### config.mk
export PLATFORM = sky130hd
export DESIGN_NAME = i2c_slave_status_and_data
export DESIGN_NICKNAME = d
export VERILOG_FILES = /design/src/hw/i2c_slv_pkg.sv /design/src/hw/i2c_slave_status_and_data.sv /design/src/hw/i2c_byte_fifo.sv
export SDC_FILE = /design/constraint.sdc
export NUM_CORES = 1
export LEC_CHECK = 0
export ABC_AREA = 1
export BUFFER_PORTS_ARGS = -buffer_cell sky130_fd_sc_hd__buf_2
export CAP_MARGIN = 20
export CORE_ASPECT_RATIO = 0.6
export CORE_MARGIN = 1
export CORE_UTILIZATION = 45
export CTS_CLUSTER_DIAMETER = 150
export CTS_CLUSTER_SIZE = 12
export DETAILED_ROUTE_END_ITERATION = 12
export PLACE_DENSITY = 0.69
export SKIP_LAST_GASP = 1
export SYNTH_ARGS = -nofsm -noshare
export SYNTH_HDL_FRONTEND = slang
export SYNTH_SLANG_ARGS = --single-unit
### constraint.sdc
create_clock -name clk_i -period 2.51 [get_ports clk_i]
set_input_delay 0.502 -clock clk_i [delete_from_list [all_inputs] [get_ports clk_i]]
set_output_delay 0.502 -clock clk_i [all_outputs]
set_load 0.02 [all_outputs]
### src/hw/i2c_slv_pkg.sv
// constants and types shared by the slave status and data block
package i2c_slv_pkg;
  localparam int NUM_IDS = 4;
  localparam int FIFO_DEPTH = 2;
  // wishbone byte addresses
  localparam logic [31:0] RX_DATA_ADR = 32'hffff0830;
  localparam logic [31:0] TX_DATA_ADR = 32'hffff0834;
  localparam logic [31:0] ALT_ID_ADR = 32'hffff0838;
  localparam logic [31:0] ID0_ADR = 32'hffff083c;
  localparam logic [31:0] ID_STEP = 32'h00000004;
  localparam logic [31:0] STATUS_ADR = 32'hffff0850;
  localparam logic [31:0] CONTROL_ADR = 32'hffff0854;
  // control register bits
  localparam int CT_ENABLE = 0;
  localparam int CT_GC_EN = 1;
  localparam int CT_ETEN = 2;
  localparam int CT_HWGC_EN = 3;
  localparam int CT_NACK_EN = 4;
  localparam int CT_RX_IE = 5;
  localparam int CT_TX_IE = 6;
  localparam int CT_GC_CLEAR = 7;
  localparam logic [7:0] CTRL_RESET = 8'h00;
  localparam logic [7:0] BYTE_RESET = 8'h00;
  // status register bits
  localparam int ST_ETSTA = 0;
  localparam int ST_UFL = 1;
  localparam int ST_TXQ = 2;
  localparam int ST_RXQ = 3;
  localparam int ST_OVF = 4;
  localparam int ST_NACK = 5;
  localparam int ST_BUSY = 6;
  localparam int ST_GC = 7;
  localparam int ST_GCK = 8;
  // general call kinds
  localparam logic [1:0] GC_NONE = 2'h0;
  localparam logic [1:0] GC_RST_PROG = 2'h1;
  localparam logic [1:0] GC_PROG = 2'h2;
  localparam logic [1:0] GC_ALT = 2'h3;
  localparam logic [6:0] GC_ADDR = 7'h00;
  localparam logic [7:0] GC_CMD_RST = 8'h06;
  localparam logic [7:0] GC_CMD_PROG = 8'h04;
  // bit counter marks
  localparam logic [3:0] LAST_BIT = 4'h7;
  localparam logic [3:0] BYTE_BITS = 4'h8;
  typedef logic [7:0] id_arr_type [NUM_IDS];
  typedef enum logic [6:0] {
    IDLE_ST = 7'h01,
    ADDR_ST = 7'h02,
    AACK_ST = 7'h04,
    RXD_ST = 7'h08,
    RACK_ST = 7'h10,
    TXD_ST = 7'h20,
    TACK_ST = 7'h40
  } link_state_type;
endpackage

### src/hw/i2c_slave_status_and_data.sv
// two-wire slave engine with status flags, data registers and wishbone slave
//
// The Wishbone slave port was chosen for this implementation.
`timescale 1ns/1ps
`default_nettype none
module i2c_slave_status_and_data #(
  parameter int FIFO_DEPTH = i2c_slv_pkg::FIFO_DEPTH
) (
  // system
  input wire logic clk_i,
  input wire logic rst_i,
  // wishbone slave
  input wire logic wb_cyc_i,
  input wire logic wb_stb_i,
  input wire logic wb_we_i,
  input wire logic [31:0] wb_adr_i,
  input wire logic [3:0] wb_sel_i,
  input wire logic [31:0] wb_dat_i,
  output logic [31:0] wb_dat_o,
  output logic wb_ack_o,
  // two-wire pins
  input wire logic scl_i,
  input wire logic sda_i,
  output logic sda_o,
  output logic sda_oe_n_o,
  // request line
  output logic irq_o
);
  import i2c_slv_pkg::*;

  // pin synchronisers
  logic [2:0] scl_s, sda_s;
  logic scl_f_r, scl_f_nxt, sda_f_r, sda_f_nxt;
  logic scl_rise, scl_fall, ev_start, ev_stop;
  // link engine
  link_state_type st_r, st_nxt;
  logic [3:0] cnt_r, cnt_nxt;
  logic [7:0] sh_r, sh_nxt;
  logic rd_r, rd_nxt, gcp_r, gcp_nxt, pull_r, pull_nxt, rel_r, rel_nxt;
  logic ev_nomatch, ev_txq, ev_ufl, ev_et, ev_gc, ev_ackd, ev_nack, ev_soft;
  logic [1:0] gck_ev;
  logic rx_push, tx_pop;
  logic [7:0] rx_pdata;
  // registers and flags
  logic [7:0] ctrl_r, ctrl_nxt, alt_r, alt_nxt;
  id_arr_type id_r, id_nxt;
  logic [1:0] gck_r, gck_nxt;
  logic gc_r, gc_nxt, busy_r, busy_nxt, nack_r, nack_nxt, ovf_r, ovf_nxt;
  logic rxq_r, rxq_nxt, txq_r, txq_nxt, ufl_r, ufl_nxt, et_r, et_nxt;
  logic etd_r, etd_nxt, irq_r, irq_nxt, ack_r, ack_nxt;
  logic [31:0] dat_r, dat_nxt;
  logic [15:0] status_v;
  logic acc, rd_rx, rd_st, wr_tx, wr_ctrl, gc_clr, flush;
  // fifos
  logic rx_full, rx_empty, tx_full, tx_empty;
  logic [7:0] rx_dout, tx_dout;

  function automatic logic addr_hit(input id_arr_type ids, input logic [6:0] a);
    addr_hit = 1'b0;
    for (int i = 0; i < NUM_IDS; i++) begin
      if (ids[i][7:1] == a) begin
        addr_hit = 1'b1;
      end
    end
  endfunction

  // a level counts once second and third stage agree
  always_comb begin
    scl_f_nxt = (scl_s[1] == scl_s[2]) ? scl_s[2] : scl_f_r;
    sda_f_nxt = (sda_s[1] == sda_s[2]) ? sda_s[2] : sda_f_r;
  end
  assign scl_rise = scl_f_nxt && !scl_f_r;
  assign scl_fall = !scl_f_nxt && scl_f_r;
  assign ev_start = scl_f_r && scl_f_nxt && sda_f_r && !sda_f_nxt;
  assign ev_stop = scl_f_r && scl_f_nxt && !sda_f_r && sda_f_nxt;

  always_ff @(posedge clk_i) begin
    if (rst_i) begin
      scl_s <= 3'h7;
      sda_s <= 3'h7;
      scl_f_r <= 1'b1;
      sda_f_r <= 1'b1;
    end else begin
      scl_s <= {scl_s[1:0], scl_i};
      sda_s <= {sda_s[1:0], sda_i};
      scl_f_r <= scl_f_nxt;
      sda_f_r <= sda_f_nxt;
    end
  end

  // link engine
  always_comb begin
    st_nxt = st_r;
    cnt_nxt = cnt_r;
    sh_nxt = sh_r;
    rd_nxt = rd_r;
    gcp_nxt = gcp_r;
    pull_nxt = pull_r;
    {ev_nomatch, ev_txq, ev_ufl, ev_et, ev_gc, ev_ackd, ev_nack, ev_soft} = '0;
    gck_ev = GC_NONE;
    rx_push = 1'b0;
    rx_pdata = sh_r;
    tx_pop = 1'b0;
    if (!ctrl_r[CT_ENABLE]) begin
      st_nxt = IDLE_ST;
      pull_nxt = 1'b0;
    end else if (ev_start) begin
      st_nxt = ADDR_ST;
      cnt_nxt = '0;
      gcp_nxt = 1'b0;
      pull_nxt = 1'b0;
    end else if (ev_stop) begin
      st_nxt = IDLE_ST;
      pull_nxt = 1'b0;
    end else begin
      case (st_r)
        ADDR_ST, RXD_ST: begin
          if (scl_rise) begin
            sh_nxt = {sh_r[6:0], sda_f_r};
            cnt_nxt = 4'(cnt_r + 4'h1);
            if (st_r == ADDR_ST && cnt_r == LAST_BIT && addr_hit(id_r, sh_r[6:0])) begin
              ev_ufl = sda_f_r && tx_empty;
              ev_txq = sda_f_r && ctrl_r[CT_ETEN];
              ev_et = !sda_f_r && ctrl_r[CT_ETEN];
            end
          end else if (scl_fall && cnt_r == BYTE_BITS) begin
            cnt_nxt = '0;
            ev_ackd = 1'b1;
            if (st_r == ADDR_ST) begin
              gcp_nxt = ctrl_r[CT_GC_EN] && sh_r[7:1] == GC_ADDR && !sh_r[0];
              rd_nxt = sh_r[0];
              if (!gcp_nxt && !addr_hit(id_r, sh_r[7:1])) begin
                ev_nomatch = 1'b1;
                ev_ackd = 1'b0;
                st_nxt = IDLE_ST;
              end else begin
                ev_nack = ctrl_r[CT_NACK_EN] || (sh_r[0] && tx_empty);
                ev_txq = sh_r[0] && !ctrl_r[CT_ETEN];
                st_nxt = ev_nack ? IDLE_ST : AACK_ST;
              end
            end else begin
              ev_nack = ctrl_r[CT_NACK_EN];
              st_nxt = ev_nack ? IDLE_ST : RACK_ST;
              if (gcp_r) begin
                gcp_nxt = 1'b0;
                ev_gc = 1'b1;
                if (sh_r == GC_CMD_RST) begin
                  gck_ev = GC_RST_PROG;
                  ev_soft = 1'b1;
                end else if (sh_r == GC_CMD_PROG) begin
                  gck_ev = GC_PROG;
                end else if (sh_r[0] && ctrl_r[CT_HWGC_EN]) begin
                  gck_ev = GC_ALT;
                  rx_push = 1'b1;
                end
              end else begin
                rx_push = 1'b1;
              end
            end
            pull_nxt = !ev_nack && !ev_nomatch;
          end
        end
        AACK_ST, RACK_ST: begin
          if (scl_fall) begin
            cnt_nxt = '0;
            st_nxt = RXD_ST;
            pull_nxt = 1'b0;
            if (st_r == AACK_ST && rd_r) begin
              tx_pop = 1'b1;
              sh_nxt = tx_dout;
              pull_nxt = !tx_dout[7];
              cnt_nxt = 4'h1;
              st_nxt = TXD_ST;
            end
          end
        end
        TXD_ST: begin
          if (scl_fall) begin
            if (cnt_r == BYTE_BITS) begin
              pull_nxt = 1'b0;
              st_nxt = TACK_ST;
            end else begin
              pull_nxt = !sh_r[6];
              sh_nxt = {sh_r[6:0], 1'b0};
              cnt_nxt = 4'(cnt_r + 4'h1);
            end
          end
        end
        TACK_ST: begin
          if (scl_rise) begin
            rd_nxt = !sda_f_r;
          end else if (scl_fall) begin
            st_nxt = IDLE_ST;
            if (rd_r && !tx_empty) begin
              tx_pop = 1'b1;
              sh_nxt = tx_dout;
              pull_nxt = !tx_dout[7];
              cnt_nxt = 4'h1;
              st_nxt = TXD_ST;
            end
          end
        end
        default: begin
          st_nxt = IDLE_ST;
          pull_nxt = 1'b0;
        end
      endcase
    end
    rel_nxt = !pull_nxt;
  end

  always_ff @(posedge clk_i) begin
    if (rst_i) begin
      st_r <= IDLE_ST;
      cnt_r <= '0;
      sh_r <= BYTE_RESET;
      rd_r <= 1'b0;
      gcp_r <= 1'b0;
      pull_r <= 1'b0;
      rel_r <= 1'b1;
    end else begin
      st_r <= st_nxt;
      cnt_r <= cnt_nxt;
      sh_r <= sh_nxt;
      rd_r <= rd_nxt;
      gcp_r <= gcp_nxt;
      pull_r <= pull_nxt;
      rel_r <= rel_nxt;
    end
  end
  // open drain: only ever drives low
  assign sda_o = rel_r;
  assign sda_oe_n_o = rel_r;

  i2c_byte_fifo #(.WIDTH(8), .DEPTH(FIFO_DEPTH)) rx_fifo (
    .clk_i(clk_i),
    .rst_i(rst_i),
    .flush_i(flush),
    .push_i(rx_push),
    .push_data_i(rx_pdata),
    .full_o(rx_full),
    .pop_i(rd_rx),
    .pop_data_o(rx_dout),
    .empty_o(rx_empty)
  );

  i2c_byte_fifo #(.WIDTH(8), .DEPTH(FIFO_DEPTH)) tx_fifo (
    .clk_i(clk_i),
    .rst_i(rst_i),
    .flush_i(flush),
    .push_i(wr_tx),
    .push_data_i(wb_dat_i[7:0]),
    .full_o(tx_full),
    .pop_i(tx_pop),
    .pop_data_o(tx_dout),
    .empty_o(tx_empty)
  );

  // bus decode
  assign acc = wb_cyc_i && wb_stb_i && !ack_r;
  assign rd_rx = acc && !wb_we_i && wb_adr_i == RX_DATA_ADR;
  assign rd_st = acc && !wb_we_i && wb_adr_i == STATUS_ADR;
  assign wr_tx = acc && wb_we_i && wb_sel_i[0] && wb_adr_i == TX_DATA_ADR;
  assign wr_ctrl = acc && wb_we_i && wb_sel_i[0] && wb_adr_i == CONTROL_ADR;
  assign gc_clr = wr_ctrl && wb_dat_i[CT_GC_CLEAR];
  assign flush = ev_soft;
  assign status_v = {6'h00, gck_r, gc_r, busy_r, nack_r, ovf_r, rxq_r, txq_r, ufl_r, et_r};

  // registers, flags and bus answer
  always_comb begin
    ctrl_nxt = ctrl_r;
    alt_nxt = alt_r;
    id_nxt = id_r;
    ack_nxt = acc;
    dat_nxt = '0;
    if (acc && !wb_we_i) begin
      // empty fifo reads as the reset value, never stale storage
      if (wb_adr_i == RX_DATA_ADR) dat_nxt[7:0] = rx_empty ? BYTE_RESET : rx_dout;
      if (wb_adr_i == STATUS_ADR) dat_nxt[15:0] = status_v;
      if (wb_adr_i == CONTROL_ADR) dat_nxt[7:0] = {1'b0, ctrl_r[6:0]};
      if (wb_adr_i == ALT_ID_ADR) dat_nxt[7:0] = alt_r;
      for (int i = 0; i < NUM_IDS; i++) begin
        if (wb_adr_i == 32'(ID0_ADR + ID_STEP * 32'(i))) dat_nxt[7:0] = id_r[i];
      end
    end
    if (acc && wb_we_i && wb_sel_i[0]) begin
      if (wr_ctrl) ctrl_nxt = {1'b0, wb_dat_i[6:0]};
      if (wb_adr_i == ALT_ID_ADR) alt_nxt = wb_dat_i[7:0];
      for (int i = 0; i < NUM_IDS; i++) begin
        if (wb_adr_i == 32'(ID0_ADR + ID_STEP * 32'(i))) id_nxt[i] = wb_dat_i[7:0];
      end
    end
    gc_nxt = gc_clr ? 1'b0 : gc_r;
    gck_nxt = gc_clr ? GC_NONE : gck_r;
    if (ev_gc) begin
      gc_nxt = 1'b1;
      gck_nxt = gck_ev;
    end
    busy_nxt = ev_start || (busy_r && !ev_stop && !ev_nomatch);
    nack_nxt = ev_ackd ? ev_nack : nack_r;
    ovf_nxt = rx_push ? rx_full : ovf_r;
    rxq_nxt = !rx_empty;
    txq_nxt = ev_txq || (txq_r && !ev_start && !ev_stop && !wr_tx);
    ufl_nxt = ev_ufl || (ufl_r && !ev_start && !wr_tx);
    etd_nxt = etd_r && !ev_start;
    et_nxt = et_r && !rd_st;
    if (busy_r && !etd_nxt && (ev_et || (!ctrl_r[CT_ETEN] && tx_empty))) begin
      et_nxt = 1'b1;
      etd_nxt = 1'b1;
    end
    irq_nxt = (rxq_r && ctrl_r[CT_RX_IE]) || (txq_r && ctrl_r[CT_TX_IE]);
    if (ev_soft) begin
      ctrl_nxt = CTRL_RESET;
      alt_nxt = BYTE_RESET;
      id_nxt = '{default: BYTE_RESET};
      {nack_nxt, ovf_nxt, txq_nxt, ufl_nxt, et_nxt, irq_nxt} = '0;
    end
  end

  always_ff @(posedge clk_i) begin
    if (rst_i) begin
      ctrl_r <= CTRL_RESET;
      alt_r <= BYTE_RESET;
      id_r <= '{default: BYTE_RESET};
      {gc_r, busy_r, nack_r, ovf_r, rxq_r, txq_r, ufl_r, et_r, etd_r} <= '0;
      gck_r <= GC_NONE;
      irq_r <= 1'b0;
      ack_r <= 1'b0;
      dat_r <= '0;
    end else begin
      ctrl_r <= ctrl_nxt;
      alt_r <= alt_nxt;
      id_r <= id_nxt;
      {gc_r, busy_r, nack_r, ovf_r, rxq_r} <= {gc_nxt, busy_nxt, nack_nxt, ovf_nxt, rxq_nxt};
      {txq_r, ufl_r, et_r, etd_r} <= {txq_nxt, ufl_nxt, et_nxt, etd_nxt};
      gck_r <= gck_nxt;
      irq_r <= irq_nxt;
      ack_r <= ack_nxt;
      dat_r <= dat_nxt;
    end
  end
  assign wb_ack_o = ack_r;
  assign wb_dat_o = dat_r;
  assign irq_o = irq_r;
endmodule
`default_nettype wire

### src/hw/i2c_byte_fifo.sv
// small byte fifo with flush, used for slave receive and transmit
`timescale 1ns/1ps
`default_nettype none
module i2c_byte_fifo #(
  parameter int WIDTH = 8,
  parameter int DEPTH = 2
) (
  // system
  input wire logic clk_i,
  input wire logic rst_i,
  input wire logic flush_i,
  // fill side
  input wire logic push_i,
  input wire logic [WIDTH-1:0] push_data_i,
  output logic full_o,
  // drain side
  input wire logic pop_i,
  output logic [WIDTH-1:0] pop_data_o,
  output logic empty_o
);
  localparam int PW = (DEPTH > 1) ? $clog2(DEPTH) : 1;
  localparam int CW = $clog2(DEPTH + 1);
  logic [WIDTH-1:0] mem [DEPTH];
  logic [PW-1:0] wp_r, wp_nxt, rp_r, rp_nxt;
  logic [CW-1:0] cnt_r, cnt_nxt;
  logic do_push, do_pop;

  function automatic logic [PW-1:0] step(input logic [PW-1:0] p);
    step = (p == PW'(DEPTH - 1)) ? '0 : PW'(p + 1'b1);
  endfunction

  assign full_o = (cnt_r == CW'(DEPTH));
  assign empty_o = (cnt_r == '0);
  assign pop_data_o = mem[rp_r];

  always_comb begin
    do_push = push_i && !full_o && !flush_i;
    do_pop = pop_i && !empty_o && !flush_i;
    wp_nxt = do_push ? step(wp_r) : wp_r;
    rp_nxt = do_pop ? step(rp_r) : rp_r;
    cnt_nxt = CW'(cnt_r + CW'(do_push) - CW'(do_pop));
    if (flush_i) begin
      wp_nxt = '0;
      rp_nxt = '0;
      cnt_nxt = '0;
    end
  end

  always_ff @(posedge clk_i) begin
    if (rst_i) begin
      wp_r <= '0;
      rp_r <= '0;
      cnt_r <= '0;
    end else begin
      wp_r <= wp_nxt;
      rp_r <= rp_nxt;
      cnt_r <= cnt_nxt;
    end
    if (do_push) begin
      mem[wp_r] <= push_data_i;
    end
  end
endmodule
`default_nettype wire

# [After elaboration in Yosys (flattened, before gate mapping)]
# Memories as Yosys holds them, arrays and structs flattened. A register that Yosys moved wholly into a read port is not among the register bits.
# Index checks and enable logic that the tools add are counted.
# Widths: inputs -> output; s select.
[op_classes] n_reduce_logical=114 bitwise_logic=5 n_addsub=9 eq_ne=60 muxes=215
[op_table] cell="$eq 32x32->1 const B" count=9
[op_table] cell="$mux 1" count=154
[op_table] cell="$mux 8" count=16
[op_table] cell="$eq 7x7->1" count=8
[op_table] cell="$mux 7" count=8
[op_table] cell="$logic_and 1x1->1" count=54
[op_table] cell="$mux 4" count=10
[op_table] cell="$ne 4x4->1 const B" count=8
[op_table] cell="$pmux 8 s4" count=1
[op_table] cell="$mux 2" count=15
[op_table] cell="$ne 2x2->1 const B" count=14
[op_table] cell="$pmux 7 s4" count=1
[op_table] cell="$logic_not 1->1" count=26
[op_table] cell="$ne 3x3->1 const B" count=6
[op_table] cell="$eq 8x3->1 const B" count=2
[op_table] cell="$pmux 4 s4" count=1
[op_table] cell="$reduce_and 7->1" count=2
[op_table] cell="$mux 6" count=2
[op_table] cell="$reduce_and 12->1" count=1
[op_table] cell="$reduce_and 2->1" count=6
[op_table] cell="$mux 10" count=1
[op_table] cell="$reduce_and 10->1" count=1
[op_table] cell="$reduce_or 2->1" count=5
[op_table] cell="$reduce_and 8->1" count=1
[op_table] cell="other kinds (29)" count=51
[totals] inputBits=75 word_cells=444 mem_bits_rw=32 ff_bits=131 output_inout_bits=36 memories=2
[mem_list] name="rx_fifo.mem" depth=2 width=8 read_ports=1 rd_clocked_by_memory_dff=1 write_ports=1 line_no="i2c_byte_fifo.sv:23" text="logic [WIDTH-1:0] mem [DEPTH];"
[mem_list] name="tx_fifo.mem" depth=2 width=8 read_ports=1 rd_clocked_by_memory_dff=1 write_ports=1 line_no="i2c_byte_fifo.sv:23"

# [Logic depth before layout (Yosys ltp)]
[depth] word_depth=31 ltp_mapped=15 mapped_depth_nobuf=15

# [Modules after synthesis]
# Synthesis repeated with hierarchy kept, for this count alone.
[hier_totals] hier_cells=1139 area_unflattened_um2=8120.3
[modules_own_cells] module="i2c_slave_status_and_data" seq_area_each_um2=2021.9 cells_each=1003 area_per_inst_um2=6393.6 n_inst=1
[modules_own_cells] module="i2c_byte_fifo" seq_area_each_um2=580.6 cells_each=68 area_per_inst_um2=863.3 n_inst=2

# [Worst setup path before layout]
# Ideal clock, no wire load.
[synth_timing] kind="flip-flop to flip-flop" startpoint="register scl_s[2]" endpoint="register rx_fifo.cnt_r[1]" setup_ns=0.066 t_required_ns=2.444 arrival_ns=2.196 path_buffers=0 path_stages_with_launch=16 path_slack_ns=0.248 path_cell_list="dfxtp_1 o21ai_1 inv_2 nand4_2 nand2_4 nor2_2 nand2_4 nor2_4 nand4_1 inv_1 nor2_1 ha_1 inv_1 ha_1 or2_2 a21oi_2"
[synth_via] word_cells_on_any_way=30
[synth_rtl] item="start: declaration" line_no="i2c_slave_status_and_data.sv:32" text="logic [2:0] scl_s, sda_s;"
[synth_rtl] item="start signal: assignment" line_no="i2c_slave_status_and_data.sv:84" text="scl_s <= {scl_s[1:0], scl_i};"
[synth_rtl] item="$eq 1x1->1" line_no="i2c_slave_status_and_data.sv:69" text="scl_f_nxt = (scl_s[1] == scl_s[2]) ? scl_s[2] : scl_f_r;"
[synth_rtl] item="$mux 1 *" line_no="i2c_slave_status_and_data.sv:69"
[synth_rtl] item="$logic_not 1->1" line_no="i2c_slave_status_and_data.sv:73" text="assign scl_fall = !scl_f_nxt && scl_f_r;"
[synth_rtl] item="$logic_and 1x1->1" line_no="i2c_slave_status_and_data.sv:73"
[synth_rtl] item="$logic_and 1x1->1" line_no="i2c_slave_status_and_data.sv:126" text="end else if (scl_fall && cnt_r == BYTE_BITS) begin"
[synth_rtl] item="$mux 1" line_no="i2c_slave_status_and_data.sv:126"
[synth_rtl] item="$mux 1" line_no="i2c_slave_status_and_data.sv:118" text="if (scl_rise) begin"
[synth_rtl] item="$mux 1" line_no="i2c_slave_status_and_data.sv:116" text="case (st_r)"
[synth_rtl] item="$mux 1" line_no="i2c_slave_status_and_data.sv:112" text="end else if (ev_stop) begin"
[synth_rtl] item="$mux 1 *" line_no="i2c_slave_status_and_data.sv:107" text="end else if (ev_start) begin"
[synth_rtl] item="$mux 1 *" line_no="i2c_slave_status_and_data.sv:104" text="if (!ctrl_r[CT_ENABLE]) begin"
[synth_rtl] item="$logic_not 1->1 *" line_no="i2c_byte_fifo.sv:38" text="do_pop = pop_i && !empty_o && !flush_i;"
[synth_rtl] item="$logic_and 1x1->1 *" line_no="i2c_byte_fifo.sv:38"
[synth_rtl] item="via rx_fifo.do_pop" line_no="i2c_byte_fifo.sv:26" text="logic do_push, do_pop;"
[synth_rtl] item="$sub 2x1->2 *" line_no="i2c_byte_fifo.sv:41" text="cnt_nxt = CW'(cnt_r + CW'(do_push) - CW'(do_pop));"
[synth_rtl] item="end signal: assignment" line_no="i2c_byte_fifo.sv:57" text="cnt_r <= cnt_nxt;"
[synth_rtl] item="end: declaration" line_no="i2c_byte_fifo.sv:25" text="logic [CW-1:0] cnt_r, cnt_nxt;"
# Mark *: on every way through the listed nets, which the timed path passes. The rest lies on a longest branch.
# A chain may end at the register's enable or synchronous reset.

# [Worst setup path in the final report]
[layout_timing] startpoint="register scl_s[2]" endpoint="register tx_fifo.cnt_r[1]"
[layout_via] elab_chain_len=15 word_cells_on_any_way=31
[layout_lines] item="$eq 1x1->1" line_no="i2c_slave_status_and_data.sv:69"
[layout_lines] item="$mux 1 *" line_no="i2c_slave_status_and_data.sv:69"
[layout_lines] item="$logic_not 1->1" line_no="i2c_slave_status_and_data.sv:73"
[layout_lines] item="$logic_and 1x1->1" line_no="i2c_slave_status_and_data.sv:73"
[layout_lines] item="$logic_and 1x1->1" line_no="i2c_slave_status_and_data.sv:126"
[layout_lines] item="$mux 1" line_no="i2c_slave_status_and_data.sv:126"
[layout_lines] item="$mux 1" line_no="i2c_slave_status_and_data.sv:118"
[layout_lines] item="$mux 1" line_no="i2c_slave_status_and_data.sv:116"
[layout_lines] item="$mux 1" line_no="i2c_slave_status_and_data.sv:112"
[layout_lines] item="$mux 1 *" line_no="i2c_slave_status_and_data.sv:107"
[layout_lines] item="$mux 1 *" line_no="i2c_slave_status_and_data.sv:104"
[layout_lines] item="$logic_not 1->1 *" line_no="i2c_byte_fifo.sv:37" text="do_push = push_i && !full_o && !flush_i;"
[layout_lines] item="$logic_and 1x1->1 *" line_no="i2c_byte_fifo.sv:37"
[layout_lines] item="via tx_fifo.do_push" line_no="i2c_byte_fifo.sv:26"
[layout_lines] item="$add 2x1->2 *" line_no="i2c_byte_fifo.sv:41"
[layout_lines] item="$sub 2x1->2 *" line_no="i2c_byte_fifo.sv:41"
[layout_lines] item="end signal: assignment" line_no="i2c_byte_fifo.sv:57"
[layout_lines] item="end: declaration" line_no="i2c_byte_fifo.sv:25"
# Marked as above.

==> flow_summary.ini <==
[min_path]
holdCritStartpoint = scl_i
hp-class = input pin to register

[synthesis]
yosysSeqAreaShare_pct = 39.04
async_flop_share_pct = 0
syn-cell-area_um2 = 8153
yosys_warnings = 0
syn_avg_cell_area_um2 = 7.514
synth-main-ff-cell = dfxtp_1
synthCells = 1085
synth_edf_count = 32
yosysTopAreaCell = dfxtp_1
synth_top_area_share_pct = 27.26
synthTopCellsByArea = dfxtp_1 27%, edfxtp_1 12%, nand2_1 11%
synth.distinct_cells = 50
synth_seq_cells = 143

[cells_and_area]
area_delta_synth_final_pct = 16.57
utilization_pct = 54.60
layout.nets = 1265
drive_gt1_share_pct = 20.74
antenna_cells = 0

[setup_path]
end_kind = register
startpoint = scl_s[2]$_SDFF_PP1_
r2r_start = scl_s[2]$_SDFF_PP1_
cp_cell_sequence = o21ai_2 -> inv_2 -> nand4_4 -> nand2_4 -> nor2_4 -> nand2_4 -> nor2_4 -> nand4_1 -> buf_4 -> buf_4 -> nand2_1 -> inv_1 -> ha_1 -> or2_2 -> a21oi_2
cp_top_family = simple AND/OR/NAND/NOR gates
startpoint_type = register
critPathSlowestCell = dfxtp_4
crit_arrival_ns = 2.77
slowest_delay_ns = 0.36
cp_data_required_time_ns = 2.87
cp_num_buf_inv = 4
critPathKind = register to register
path_max_fanout = 5

[route]
antenna_left = 0
vias = 7426
routedWlPerCell_um = 16.11
dr.pass1.iters = 6
first_iter_violations = 867
via_per_inst = 5.193
drc = 0
wl_um = 23040

[die]
initial_core_util_pct = 46.84
die_w_um = 175.8
core.rowCount = 37
dieArea_um2 = 18680
core_area_um2 = 17410
fp.dieH_um = 106.3
boundaryPins = 111

[sta]
max-slew-margin-rel_pct = 56.74
worstMarginPinSlew_ns = 0.6466
finalHoldViolations = 0
setup-violations-final = 0
fin_crit_sh_pct = 96.11
finalWorstSetupSlack_ns = 0.09764
finalCriticalPeriod_ns = 2.412
skew_ns = 0.007540
drv_slew = 0
whs_ns = 0.2624
max_freq_mhz = 414.5

[placement]
dp_slack_ns = 0.03862
io_buffer_count = 61
gp_congestion = 0.9492
hpwl_um = 17270

[pwr]
peakVddDrop_v = 0.0007913
power_density_nw_per_um2 = 531.0
p_leak_nw = 3.978
total_power_mw = 5.047

[clock_tree]
cts_root_buf = clkbuf_16
clock_path_buffers = 2
tritoncts = built
worstSkewPairLatency_ns = 0.42
cts_hold_buffers = 0
cts_buffers = 17
clkTransAtPathRegs_ns = 0.06
cts_sinks = 143
cts_htree_levels = 4

[flow_run]
cap_violations = 0

[global_route]
grt_start_max_net_pins = 26
grt_pass1_vias = 6615
overflow = 0
track_usage_pct = 25.64
grt_pass1_wl_um = 36430
antenna_found_initial = 0

[status]
outcome = finished clean
-- final timing paths --
path,to,slack [ns],cells past startpoint
setup / recovery,tx_fifo.cnt_r[1]$_SDFF_PP0_,0.1,15
hold / removal,scl_s[0]$_SDFF_PP1_,0.26,2
setup reg to reg,tx_fifo.cnt_r[1]$_SDFF_PP0_,0.1,15
hold reg to reg,scl_s[1]$_SDFF_PP1_,0.41,1
-- routing by layer --
layer | vias to the layer above | part of all wire [%] | GRT usage [%]
met4 | 0 | 0.89 | 4.783
met1 | 3371 | 50 | 40.30
met2 | 353 | 37 | 32.98
met5 | - | 0 | 0
met3 | 25 | 13 | 8.405
li1 | 3677 | - | -
-- worst reg2reg max path: stages, from the launching register on --
cell,delay [ns]
dfxtp_4,0.36
o21ai_2,0.15
inv_2,0.08
nand4_4,0.08
nand2_4,0.07
nor2_4,0.16
nand2_4,0.07
nor2_4,0.08
nand4_1,0.19
buf_4,0.22
buf_4,0.14
nand2_1,0.10
inv_1,0.05
ha_1,0.18
or2_2,0.30
a21oi_2,0.12
-- state kept, by name, summed over array words and instances (netlist names), 2 cells and up, named ones only --
name / flops
alt_r: 8
wb_dat_o: 10
cnt_r: 4
id_r: 32
ctrl_r: 7
st_r: 7
rx_pdata: 8
tx_fifo.mem: 16
scl_s: 3
rx_fifo.mem: 16
tx_fifo.cnt_r: 2
gck_r: 2
sda_s: 3
rx_fifo.cnt_r: 2
-- synthesized netlist by cell type, types with 3 or more instances --
master / instances
dfxtp_1: 111
or2_2: 9
o21ai_1: 4
nand4_1: 27
nand2_4: 5
nand2_2: 7
buf_4: 29
nor2_4: 12
nand3_1: 87
inv_1: 110
a31oi_1: 3
nand3_2: 6
nand2_1: 235
buf_6: 5
edfxtp_1: 32
xor2_1: 21
clkinv_1: 3
ha_1: 6
nor3_1: 9
o21ai_0: 37
a21oi_2: 23
nor4_1: 3
a21oi_1: 65
o211ai_1: 10
mux2_2: 6
clkbuf_1: 7
inv_2: 12
nor2_1: 116
xnor2_1: 39
buf_2: 15
nor2_2: 6
nor3_4: 3
-- cells by family (layout without fill, tap and decap cells) --
group                      after synthesis  in the layout  share of synthesized area (%)
and+or+nand+nor                        535            535                          31.08
xor gates and xnor gates                60             60                          6.446
muxes                                    8              8                          1.074
buffers and inverters                  183            273                          10.48
other                                    1             22                        0.04600
DFF                                    143            143                          39.04
adders and majority gates                6              6                         0.9208
AOI/OAI and AO/OA                      149            149                          10.91
-- through the flow --
stage | setup TNS, ns | instances | cell area [um^2]
CTS | 0 | 1428 | 9454
detailed placement | 0 | 1397 | 8874
global placement | 0 | 1397 | 8874
global route | -0.01117 | 1430 | 9504
finish | 0 | 1430 | 9504
floorplan | 0 | 1106 | 8232
-- power by group --
group	leakage, nW	internal [mW]	switching (mW)
sequential	1.15	2.35	0.00337
clock	0.288	1.54	0.967
combinational	2.54	0.0529	0.138
total	3.98	3.94	1.11
-- area by class of cell --
type | count | area (um^2)
Timing Repair Buffer | 116 | 743.2
Clock inverter | 10 | 108.9
Sequential cell | 143 | 3191
Inverter | 126 | 478.0
Multi-Input combinational cell | 780 | 4219
Tap cell | 234 | 292.8
Clock buffer | 21 | 471.7
Fill cell | 1637 | 7903
-- cells in the final DEF, fill, tap and decap left out, drive strengths merged, types with 32 or more instances in the layout --
master / synthesis / final
inv: 123 / 125
xnor2: 39 / 39
o21ai: 42 / 42
nand3: 94 / 94
dfxtp: 111 / 111
a21oi: 89 / 89
nand2: 247 / 247
nor2: 134 / 134
buf: 50 / 116
edfxtp: 32 / 32
-- repair_timing --
item | CTS | global route
gates resized for setup | 0 | 11
setup buffers | 0 | 2
endpoints found under the setup margin | 0 | 2
Note: power is estimated with default switching activity, not from simulation.
